File: src/hw/occ_defines.svh
/*
  Address map, field positions, reset values and action codes of the
  four-channel output compare block.
  Assumes an 8-bit register port with a 4-bit address.
*/
`ifndef OCC_DEFINES_SVH
`define OCC_DEFINES_SVH

`define OCC_ADDR_W        4
`define OCC_DATA_W        8
`define OCC_CNT_W         16
`define OCC_NUM_CH        4

// Status/control registers at base + channel
`define OCC_ADDR_SC_BASE  4'h0
// Compare bytes at base + 2*channel (high), + 1 (low)
`define OCC_ADDR_CMP_BASE 4'h4
`define OCC_ADDR_LAST     4'hB

`define OCC_SC_RESET      8'h00
`define OCC_BIT_FLAG      7

`define OCC_ELS_OFF       2'h0
`define OCC_ELS_TOGGLE    2'h1
`define OCC_ELS_CLEAR     2'h2
`define OCC_ELS_SET       2'h3

`define OCC_PIN_RESET     1'h1

`endif

File: src/hw/occ_pkg.sv
/*
  Types shared by the output compare block.
  Assumes occ_defines.svh is on the include path.
*/
package occ_pkg;

  // Status/control layout, bit 7 down to bit 0
  typedef struct packed {
    logic       flag;
    logic       irq_en;
    logic       buf_sel;
    logic       mode_a;
    logic [1:0] els;
    logic       tov;
    logic       full_duty;
  } occ_ctrl_type;

  // Which register of a buffered pair drives the comparator
  typedef enum logic {
    OCC_SRC_LOWER = 1'b0,
    OCC_SRC_UPPER = 1'b1
  } occ_src_type;

endpackage : occ_pkg

File: src/hw/occ_pin_ctrl.sv
/*
  Pin driver of one compare channel: preset level, match action,
  toggle on overflow and full duty force.
  Assumes match and overflow are one-cycle pulses on CLK_IN.
*/
`timescale 1ns/1ns
`include "occ_defines.svh"

module occ_pin_ctrl
  import occ_pkg::*;
(
  input  wire logic         clk_in,
  input  wire logic         rst_n_in,
  input  occ_ctrl_type      ctrl_in,
  input  wire logic         connected_in,
  input  wire logic         match_in,
  input  wire logic         overflow_in,
  output logic              pin_out,
  output logic              oe_out
);

  logic pin_q;

  assign pin_out = pin_q;
  // Pin left to the port while edge/level is off or the pair owns it
  assign oe_out  = connected_in && (ctrl_in.els != `OCC_ELS_OFF);

  always_ff @(posedge clk_in or negedge rst_n_in) begin
    if (!rst_n_in) begin
      pin_q <= `OCC_PIN_RESET;
    end else if (ctrl_in.els == `OCC_ELS_OFF) begin
      pin_q <= ~ctrl_in.mode_a;
    end else if (ctrl_in.full_duty) begin
      pin_q <= 1'b1;
    end else if (match_in) begin
      case (ctrl_in.els)
        `OCC_ELS_TOGGLE: pin_q <= ~pin_q;
        `OCC_ELS_CLEAR:  pin_q <= 1'b0;
        `OCC_ELS_SET:    pin_q <= 1'b1;
        default:         pin_q <= pin_q;
      endcase
    end else if (ctrl_in.tov && overflow_in) begin
      pin_q <= ~pin_q;
    end
  end

endmodule // occ_pin_ctrl

File: src/hw/occ_output_compare.sv
/*
  Four-channel output compare unit with buffered pairs 0/1 and 2/3.
  Assumes a free-running 16-bit counter and its overflow pulse from
  logic on CLK_IN, and an 8-bit register port with one-cycle strobes.
*/
// The implementer's own choices: the register addresses and strobed register access.
`timescale 1ns/1ns
`include "occ_defines.svh"

module occ_output_compare
  import occ_pkg::*;
(
  input  wire logic                    CLK_IN,
  input  wire logic                    RST_N_IN,
  input  wire logic [`OCC_ADDR_W-1:0]  ADDR_IN,
  input  wire logic [`OCC_DATA_W-1:0]  WR_DATA_IN,
  input  wire logic                    WR_IN,
  input  wire logic                    RD_IN,
  output logic      [`OCC_DATA_W-1:0]  RD_DATA_OUT,
  input  wire logic [`OCC_CNT_W-1:0]   COUNTER_IN,
  input  wire logic                    COUNTER_OVF_IN,
  output logic      [`OCC_NUM_CH-1:0]  CH_PIN_OUT,
  output logic      [`OCC_NUM_CH-1:0]  CH_PIN_OE_OUT,
  output logic      [`OCC_NUM_CH-1:0]  IRQ_OUT
);

  // Address of a status/control register
  function automatic logic [`OCC_ADDR_W-1:0] sc_addr(input int ch);
    sc_addr = `OCC_ADDR_SC_BASE + `OCC_ADDR_W'(ch);
  endfunction

  // Address of a compare byte, low selects the low byte
  function automatic logic [`OCC_ADDR_W-1:0] cmp_addr(input int ch,
                                                      input logic low);
    cmp_addr = `OCC_ADDR_CMP_BASE + `OCC_ADDR_W'(2 * ch)
               + `OCC_ADDR_W'(low);
  endfunction

  // Channel is set up as an output compare
  function automatic logic oc_mode(input occ_ctrl_type c,
                                   input logic buffered);
    oc_mode = (c.els != `OCC_ELS_OFF) && (buffered || c.mode_a);
  endfunction

  occ_ctrl_type                 ctrl_q [`OCC_NUM_CH];
  logic [`OCC_CNT_W-1:0]        cmp_q  [`OCC_NUM_CH];
  logic [`OCC_NUM_CH-1:0]       inhibit_q;
  logic [`OCC_NUM_CH-1:0]       arm_q;
  occ_src_type                  src_q  [2];
  occ_src_type                  last_q [2];
  logic [1:0]                   buf_prev_q;
  logic [`OCC_DATA_W-1:0]       rd_data_q;

  logic [`OCC_NUM_CH-1:0]       wr_sc;
  logic [`OCC_NUM_CH-1:0]       rd_sc;
  logic [`OCC_NUM_CH-1:0]       wr_hi;
  logic [`OCC_NUM_CH-1:0]       wr_lo;
  logic [`OCC_NUM_CH-1:0]       match;
  logic [`OCC_NUM_CH-1:0]       connected;
  logic [1:0]                   pair_buf;
  logic [`OCC_CNT_W-1:0]        act_val [2];
  logic [1:0]                   act_inh;
  occ_ctrl_type                 wr_fields;

  // Write data seen through the status/control layout
  assign wr_fields = WR_DATA_IN;

  always_comb begin
    for (int i = 0; i < `OCC_NUM_CH; i++) begin
      wr_sc[i] = WR_IN && (ADDR_IN == sc_addr(i));
      rd_sc[i] = RD_IN && (ADDR_IN == sc_addr(i));
      wr_hi[i] = WR_IN && (ADDR_IN == cmp_addr(i, 1'b0));
      wr_lo[i] = WR_IN && (ADDR_IN == cmp_addr(i, 1'b1));
    end
  end

  // Active compare source of each lower channel
  always_comb begin
    for (int p = 0; p < 2; p++) begin
      pair_buf[p] = ctrl_q[2 * p].buf_sel;
      if (pair_buf[p] && (src_q[p] == OCC_SRC_UPPER)) begin
        act_val[p] = cmp_q[2 * p + 1];
        act_inh[p] = inhibit_q[2 * p + 1];
      end else begin
        act_val[p] = cmp_q[2 * p];
        act_inh[p] = inhibit_q[2 * p];
      end
    end
  end

  // Comparators; partner channels fall silent when paired
  always_comb begin
    for (int p = 0; p < 2; p++) begin
      match[2 * p] = oc_mode(ctrl_q[2 * p], pair_buf[p])
                     && !act_inh[p]
                     && (act_val[p] == COUNTER_IN);
      match[2 * p + 1] = !pair_buf[p]
                         && oc_mode(ctrl_q[2 * p + 1], 1'b0)
                         && !inhibit_q[2 * p + 1]
                         && (cmp_q[2 * p + 1] == COUNTER_IN);
      connected[2 * p]     = 1'b1;
      connected[2 * p + 1] = !pair_buf[p];
    end
  end

  // Compare storage, undefined after reset
  always_ff @(posedge CLK_IN) begin
    for (int i = 0; i < `OCC_NUM_CH; i++) begin
      if (wr_hi[i]) begin
        cmp_q[i][`OCC_CNT_W-1:`OCC_DATA_W] <= WR_DATA_IN;
      end
      if (wr_lo[i]) begin
        cmp_q[i][`OCC_DATA_W-1:0] <= WR_DATA_IN;
      end
    end
  end

  // Compare hold from high byte write until low byte write
  always_ff @(posedge CLK_IN or negedge RST_N_IN) begin
    if (!RST_N_IN) begin
      inhibit_q <= '0;
    end else begin
      for (int i = 0; i < `OCC_NUM_CH; i++) begin
        if (wr_lo[i]) begin
          inhibit_q[i] <= 1'b0;
        end else if (wr_hi[i]) begin
          inhibit_q[i] <= 1'b1;
        end
      end
    end
  end

  // Control fields; flag handled below, partners hold no pair bit
  always_ff @(posedge CLK_IN or negedge RST_N_IN) begin
    if (!RST_N_IN) begin
      for (int i = 0; i < `OCC_NUM_CH; i++) begin
        ctrl_q[i] <= `OCC_SC_RESET;
      end
    end else begin
      for (int i = 0; i < `OCC_NUM_CH; i++) begin
        if (wr_sc[i]) begin
          ctrl_q[i].irq_en    <= wr_fields.irq_en;
          ctrl_q[i].buf_sel   <= wr_fields.buf_sel && (i % 2 == 0);
          ctrl_q[i].mode_a    <= wr_fields.mode_a;
          ctrl_q[i].els       <= wr_fields.els;
          ctrl_q[i].tov       <= wr_fields.tov;
          ctrl_q[i].full_duty <= wr_fields.full_duty;
        end
        if (match[i]) begin
          ctrl_q[i].flag <= 1'b1;
        end else if (wr_sc[i] && arm_q[i]
                     && !wr_fields.flag) begin
          ctrl_q[i].flag <= 1'b0;
        end
      end
    end
  end

  // Clear sequence: read with flag set arms, any new match disarms
  always_ff @(posedge CLK_IN or negedge RST_N_IN) begin
    if (!RST_N_IN) begin
      arm_q <= '0;
    end else begin
      for (int i = 0; i < `OCC_NUM_CH; i++) begin
        if (match[i] || wr_sc[i]) begin
          arm_q[i] <= 1'b0;
        end else if (rd_sc[i] && ctrl_q[i].flag) begin
          arm_q[i] <= 1'b1;
        end
      end
    end
  end

  // Buffered pair source selection
  always_ff @(posedge CLK_IN or negedge RST_N_IN) begin
    if (!RST_N_IN) begin
      src_q      <= '{OCC_SRC_LOWER, OCC_SRC_LOWER};
      last_q     <= '{OCC_SRC_LOWER, OCC_SRC_LOWER};
      buf_prev_q <= '0;
    end else begin
      for (int p = 0; p < 2; p++) begin
        buf_prev_q[p] <= pair_buf[p];
        if (pair_buf[p] && !buf_prev_q[p]) begin
          src_q[p]  <= OCC_SRC_LOWER;
          last_q[p] <= OCC_SRC_LOWER;
        end else begin
          if (wr_hi[2 * p + 1] || wr_lo[2 * p + 1]) begin
            last_q[p] <= OCC_SRC_UPPER;
          end else if (wr_hi[2 * p] || wr_lo[2 * p]) begin
            last_q[p] <= OCC_SRC_LOWER;
          end
          if (COUNTER_OVF_IN && pair_buf[p]) begin
            src_q[p] <= last_q[p];
          end
        end
      end
    end
  end

  // Read port, data in the cycle after the strobe
  always_ff @(posedge CLK_IN or negedge RST_N_IN) begin
    if (!RST_N_IN) begin
      rd_data_q <= '0;
    end else if (RD_IN) begin
      rd_data_q <= '0;
      for (int i = 0; i < `OCC_NUM_CH; i++) begin
        if (ADDR_IN == sc_addr(i)) begin
          rd_data_q <= ctrl_q[i];
        end
        if (ADDR_IN == cmp_addr(i, 1'b0)) begin
          rd_data_q <= cmp_q[i][`OCC_CNT_W-1:`OCC_DATA_W];
        end
        if (ADDR_IN == cmp_addr(i, 1'b1)) begin
          rd_data_q <= cmp_q[i][`OCC_DATA_W-1:0];
        end
      end
    end
  end

  assign RD_DATA_OUT = rd_data_q;

  // CPU requests only; no DMA request path exists
  always_comb begin
    for (int i = 0; i < `OCC_NUM_CH; i++) begin
      // Paired partner register is disabled, so it raises nothing
      IRQ_OUT[i] = ctrl_q[i].flag && ctrl_q[i].irq_en
                   && connected[i];
    end
  end

  for (genvar g = 0; g < `OCC_NUM_CH; g++) begin : g_pin
    occ_pin_ctrl u_pin (
      .clk_in       (CLK_IN),
      .rst_n_in     (RST_N_IN),
      .ctrl_in      (ctrl_q[g]),
      .connected_in (connected[g]),
      .match_in     (match[g]),
      .overflow_in  (COUNTER_OVF_IN),
      .pin_out      (CH_PIN_OUT[g]),
      .oe_out       (CH_PIN_OE_OUT[g])
    );
  end
endmodule // occ_output_compare

File: config.mk
export PLATFORM = sky130hd
export DESIGN_NAME = occ_output_compare
export DESIGN_NICKNAME = d
export VERILOG_FILES = /design/src/hw/occ_pkg.sv /design/src/hw/occ_pin_ctrl.sv /design/src/hw/occ_output_compare.sv
export VERILOG_INCLUDE_DIRS = /design/src /design/src/hw
export SDC_FILE = /design/constraint.sdc
export NUM_CORES = 1
export LEC_CHECK = 0
export ABC_AREA = 1
export BUFFER_PORTS_ARGS = -buffer_cell sky130_fd_sc_hd__buf_2
export CAP_MARGIN = 10
export CORE_ASPECT_RATIO = 0.6
export CORE_UTILIZATION = 61
export DETAILED_ROUTE_END_ITERATION = 10
export HOLD_SLACK_MARGIN = 0.1
export PLACE_DENSITY = 0.87
export SLEW_MARGIN = 10
export SYNTH_ARGS = -nofsm -noshare
export SYNTH_HDL_FRONTEND = slang
export SYNTH_SLANG_ARGS = --single-unit
File: constraint.sdc
create_clock -name CLK_IN -period 1.96 [get_ports CLK_IN]
set_input_delay 0.098 -clock CLK_IN [delete_from_list [all_inputs] [get_ports CLK_IN]]
set_output_delay 0.098 -clock CLK_IN [all_outputs]
set_load 0.01 [all_outputs]
==> qor.txt <==
Initial cell density of the core: 0.644
Root Buffer: clkbuf_16
Slowest Stage Delay on Critical Path: 0.50 ns
CP Data Arrival Time: 2.23 ns
Worst r2r src: ctrl_q[13]
Levels on crit path: 10
CORE AREA: 10,800 sq um
Setup TNS: 0 ns
Crit-path slowest cell: dfrtp_2
Fin. max-slew vios: 0
DIE WIDTH: 140 um
Commonest cells in the netlist: nand2_1, inv_1, nor2_1
Crit path max fanout: 5
Syn Std Cell Area: 6980 sq um
Hold Path Class: input pin to flip-flop
Vias in the first global route: 6,420
TritonCTS clock tree: done
GR Util met1: 0.630
DR WL/cell: 20.5 um
Final GP Congestion: 0.985
First-pass GRT wire length: 36,400 um
Final period utilization: 0.949
Syn nets: 967
Most Used Layer, Global Route: met1
Die Ht: 84.9 um
Finished Core Util: 0.769
Outcome: complete, no violations
Ys Warns: 0
Antenna Violating Nets Remaining: 0
P per Cell Area: 988 nW/um^2
FP Rows: 29
Leak pwr: 4.14 nW
Met3 Track Usage GR: 0.181
Hpwl dp: 17,800 um
Share of post-route cells with drive strength above 1: 0.152
Crit path capture: g_pin[3].u_pin.pin_out
Top-Level Pins: 53
Cell Chain, Critical Path: buf_4, inv_1, nand2_1, nor3_2, nand3_1, nand3_1, nand2_1, inv_1, nand3_1, nand2_1
Pin count of the biggest net entering global routing: 38
Vias/cell: 5.97
Cell count after synthesis: 926
Remaining global-route overflow: 0
Distinct cells, synth: 38
Max rail drop VDD: 0.000755 V
Clock skew: 0.0102 ns
GRT Util Overall: 0.426
GR Util met2: 0.549
Crit path kind: flip-flop to flip-flop
Crit end category: flip-flop
Number of max-cap violations: 0
Cells on worst reg2reg path: 10
Residual DRC count: 0
PnR Total Power: 8.24 mW
CTS Buffer Depth: 2
Area Overhead vs Synth: 19.4%
Worst slew pin tran: 0.553 ns
DR pass1 iterations: 6
Rel. slew slack: 0.628
Fmax: 537 MHz
RSZ-0062 raised after global routing: yes
Clock latency on the worst-skew pair: 0.42 ns
Count leader, synth: nand2_1
Synth Register Bits: 120
CP Launch Point: ctrl_q[13]
Ys flop type: edfxtp_1
Share of flip-flops with an asynchronous set or reset: 0.467
Fin nets: 1,068
Fin worst setup slack: 0.0992 ns
Hold Fails Final Rpt: 0
Area contributors post-synth: edfxtp_1, dfrtp_1, nand2_1, inv_1, nor2_1
DR iter-0 viols: 1,134
Worst path bufs/invs: 3
Fill cells: 789
Num CTS Buffers: 17
Final wirelength: 24,200 um
Minimum clock period: 1.86 ns
Family with the most delay on the worst path: simple AND/OR/NAND/NOR gates
CP required: 2.33 ns
H-tree lvl count: 4
FF-to-FF setup slack: 0.1 ns
Avg Cell Area, Syn: 7.54 sq um
Endpoints failing setup: 0
I/O Buffers: 52
Via Count: 7,044
Die area: 11,900 sq um
Sequential fraction of the synthesis area: 0.477
Initial antenna violation count: 1
Top-area cell type share of the netlist area: 0.275
Area leader, netlist: edfxtp_1
Pre-CTS setup slack: 0.0895 ns
Post-synth EDFFs: 64
CP Launch Type: flip-flop
Clk pin slew, worst setup/hold paths: 0.06 ns
Worst r2r dst: g_pin[3].u_pin.pin_out
Clock sinks: 120
## sequential cells by signal (all words and copies together) (netlist names)
name                 count
RD_DATA_OUT              8
arm_q                    4
buf_prev_q               2
cmp_q                   64
ctrl_q                  30
g_pin.u_pin.pin_out      4
inhibit_q                4
last_q                   2
src_q                    2
## cell type report
cell class	count	area [sq um]	share of cell area
timing repair buffer	104	699	0.0839
clock inverter	12	115	0.0138
antenna	1	2.50	0.000300
multi-input combinational	648	3040	0.364
inverter	136	510	0.0612
clock buffer	20	468	0.0561
tap	139	174	0.0209
sequential	120	3330	0.400
## per-stage QoR
stage	hold slack (ns)	instance area (sq um)	std cells
final	0.145	8340	1180
after floorplan	-0.198	6980	926
after global placement	0.112	7590	1133
after detailed placement	0.112	7590	1133
after CTS	0.124	8250	1173
after global routing	0.129	8340	1180
## where the power goes
group          internal, mW  switching, mW
Combinational         0.672           1.19
Sequential             2.99          0.307
Clock                  1.86           1.21
Total                  5.52           2.71
## worst min path at each step
stage              startpoint             end  slack [ns]  depth (start not counted)
6_report       COUNTER_OVF_IN        src_q[0]        0.15                          3
5_1_grt         WR_DATA_IN[7]     cmp_q[3][7]        0.13                          1
4_1_cts         WR_DATA_IN[7]    cmp_q[2][15]        0.12                          1
3_5_place_dp         RST_N_IN  RD_DATA_OUT[7]        0.11                          1
3_3_place_gp         RST_N_IN  RD_DATA_OUT[7]        0.11                          1
2_1_floorplan        RST_N_IN  RD_DATA_OUT[0]       -0.20                          0
## layer usage
| layer | up-vias | share of wire |
|---|---|---|
| met4 | 0 | 0.027 |
| li1 | 3158 | - |
| met3 | 81 | 0.20 |
| met2 | 666 | 0.37 |
| met1 | 3139 | 0.40 |
| met5 | - | 0 |
## what timing repair did
action / in CTS / in global routing
setup endpoints to repair: 0 / 3
endpoints found under the hold margin: 80 / 0
resized for setup: 0 / 14
setup buffers: 0 / 5
hold buffers: 8 / 0
## cell families (layout without fill, tap and decap cells)
family	count (synthesis)	count (layout)	synth area share
AND/OR/NAND/NOR	525	526	0.314
buffers and inverters	159	272	0.0943
flip-flops	120	120	0.477
AO/OA/AOI/OAI	91	91	0.0717
XOR/XNOR	23	23	0.0289
adder cells (fa/ha/maj)	8	8	0.0143
other	0	1	0
## worst min-delay path, stage by stage
cell	delay, ns
buf_2	0.20
a21oi_1	0.18
nor3_1	0.05
## layout by cell type (no fill, tap or decap), drive strengths merged, types with 13 or more instances in the layout
| cell type | synthesis | final |
|---|---|---|
| dfrtp | 52 | 52 |
| nor2 | 95 | 95 |
| a21oi | 25 | 25 |
| nand3 | 57 | 57 |
| buf | 14 | 96 |
| nand4 | 23 | 23 |
| nor3 | 17 | 17 |
| xor2 | 13 | 13 |
| edfxtp | 64 | 64 |
| inv | 134 | 137 |
| o21ai | 52 | 52 |
| nand2 | 324 | 325 |
| clkbuf | 9 | 20 |
No activity file was read; power rests on OpenSTA's default activity.
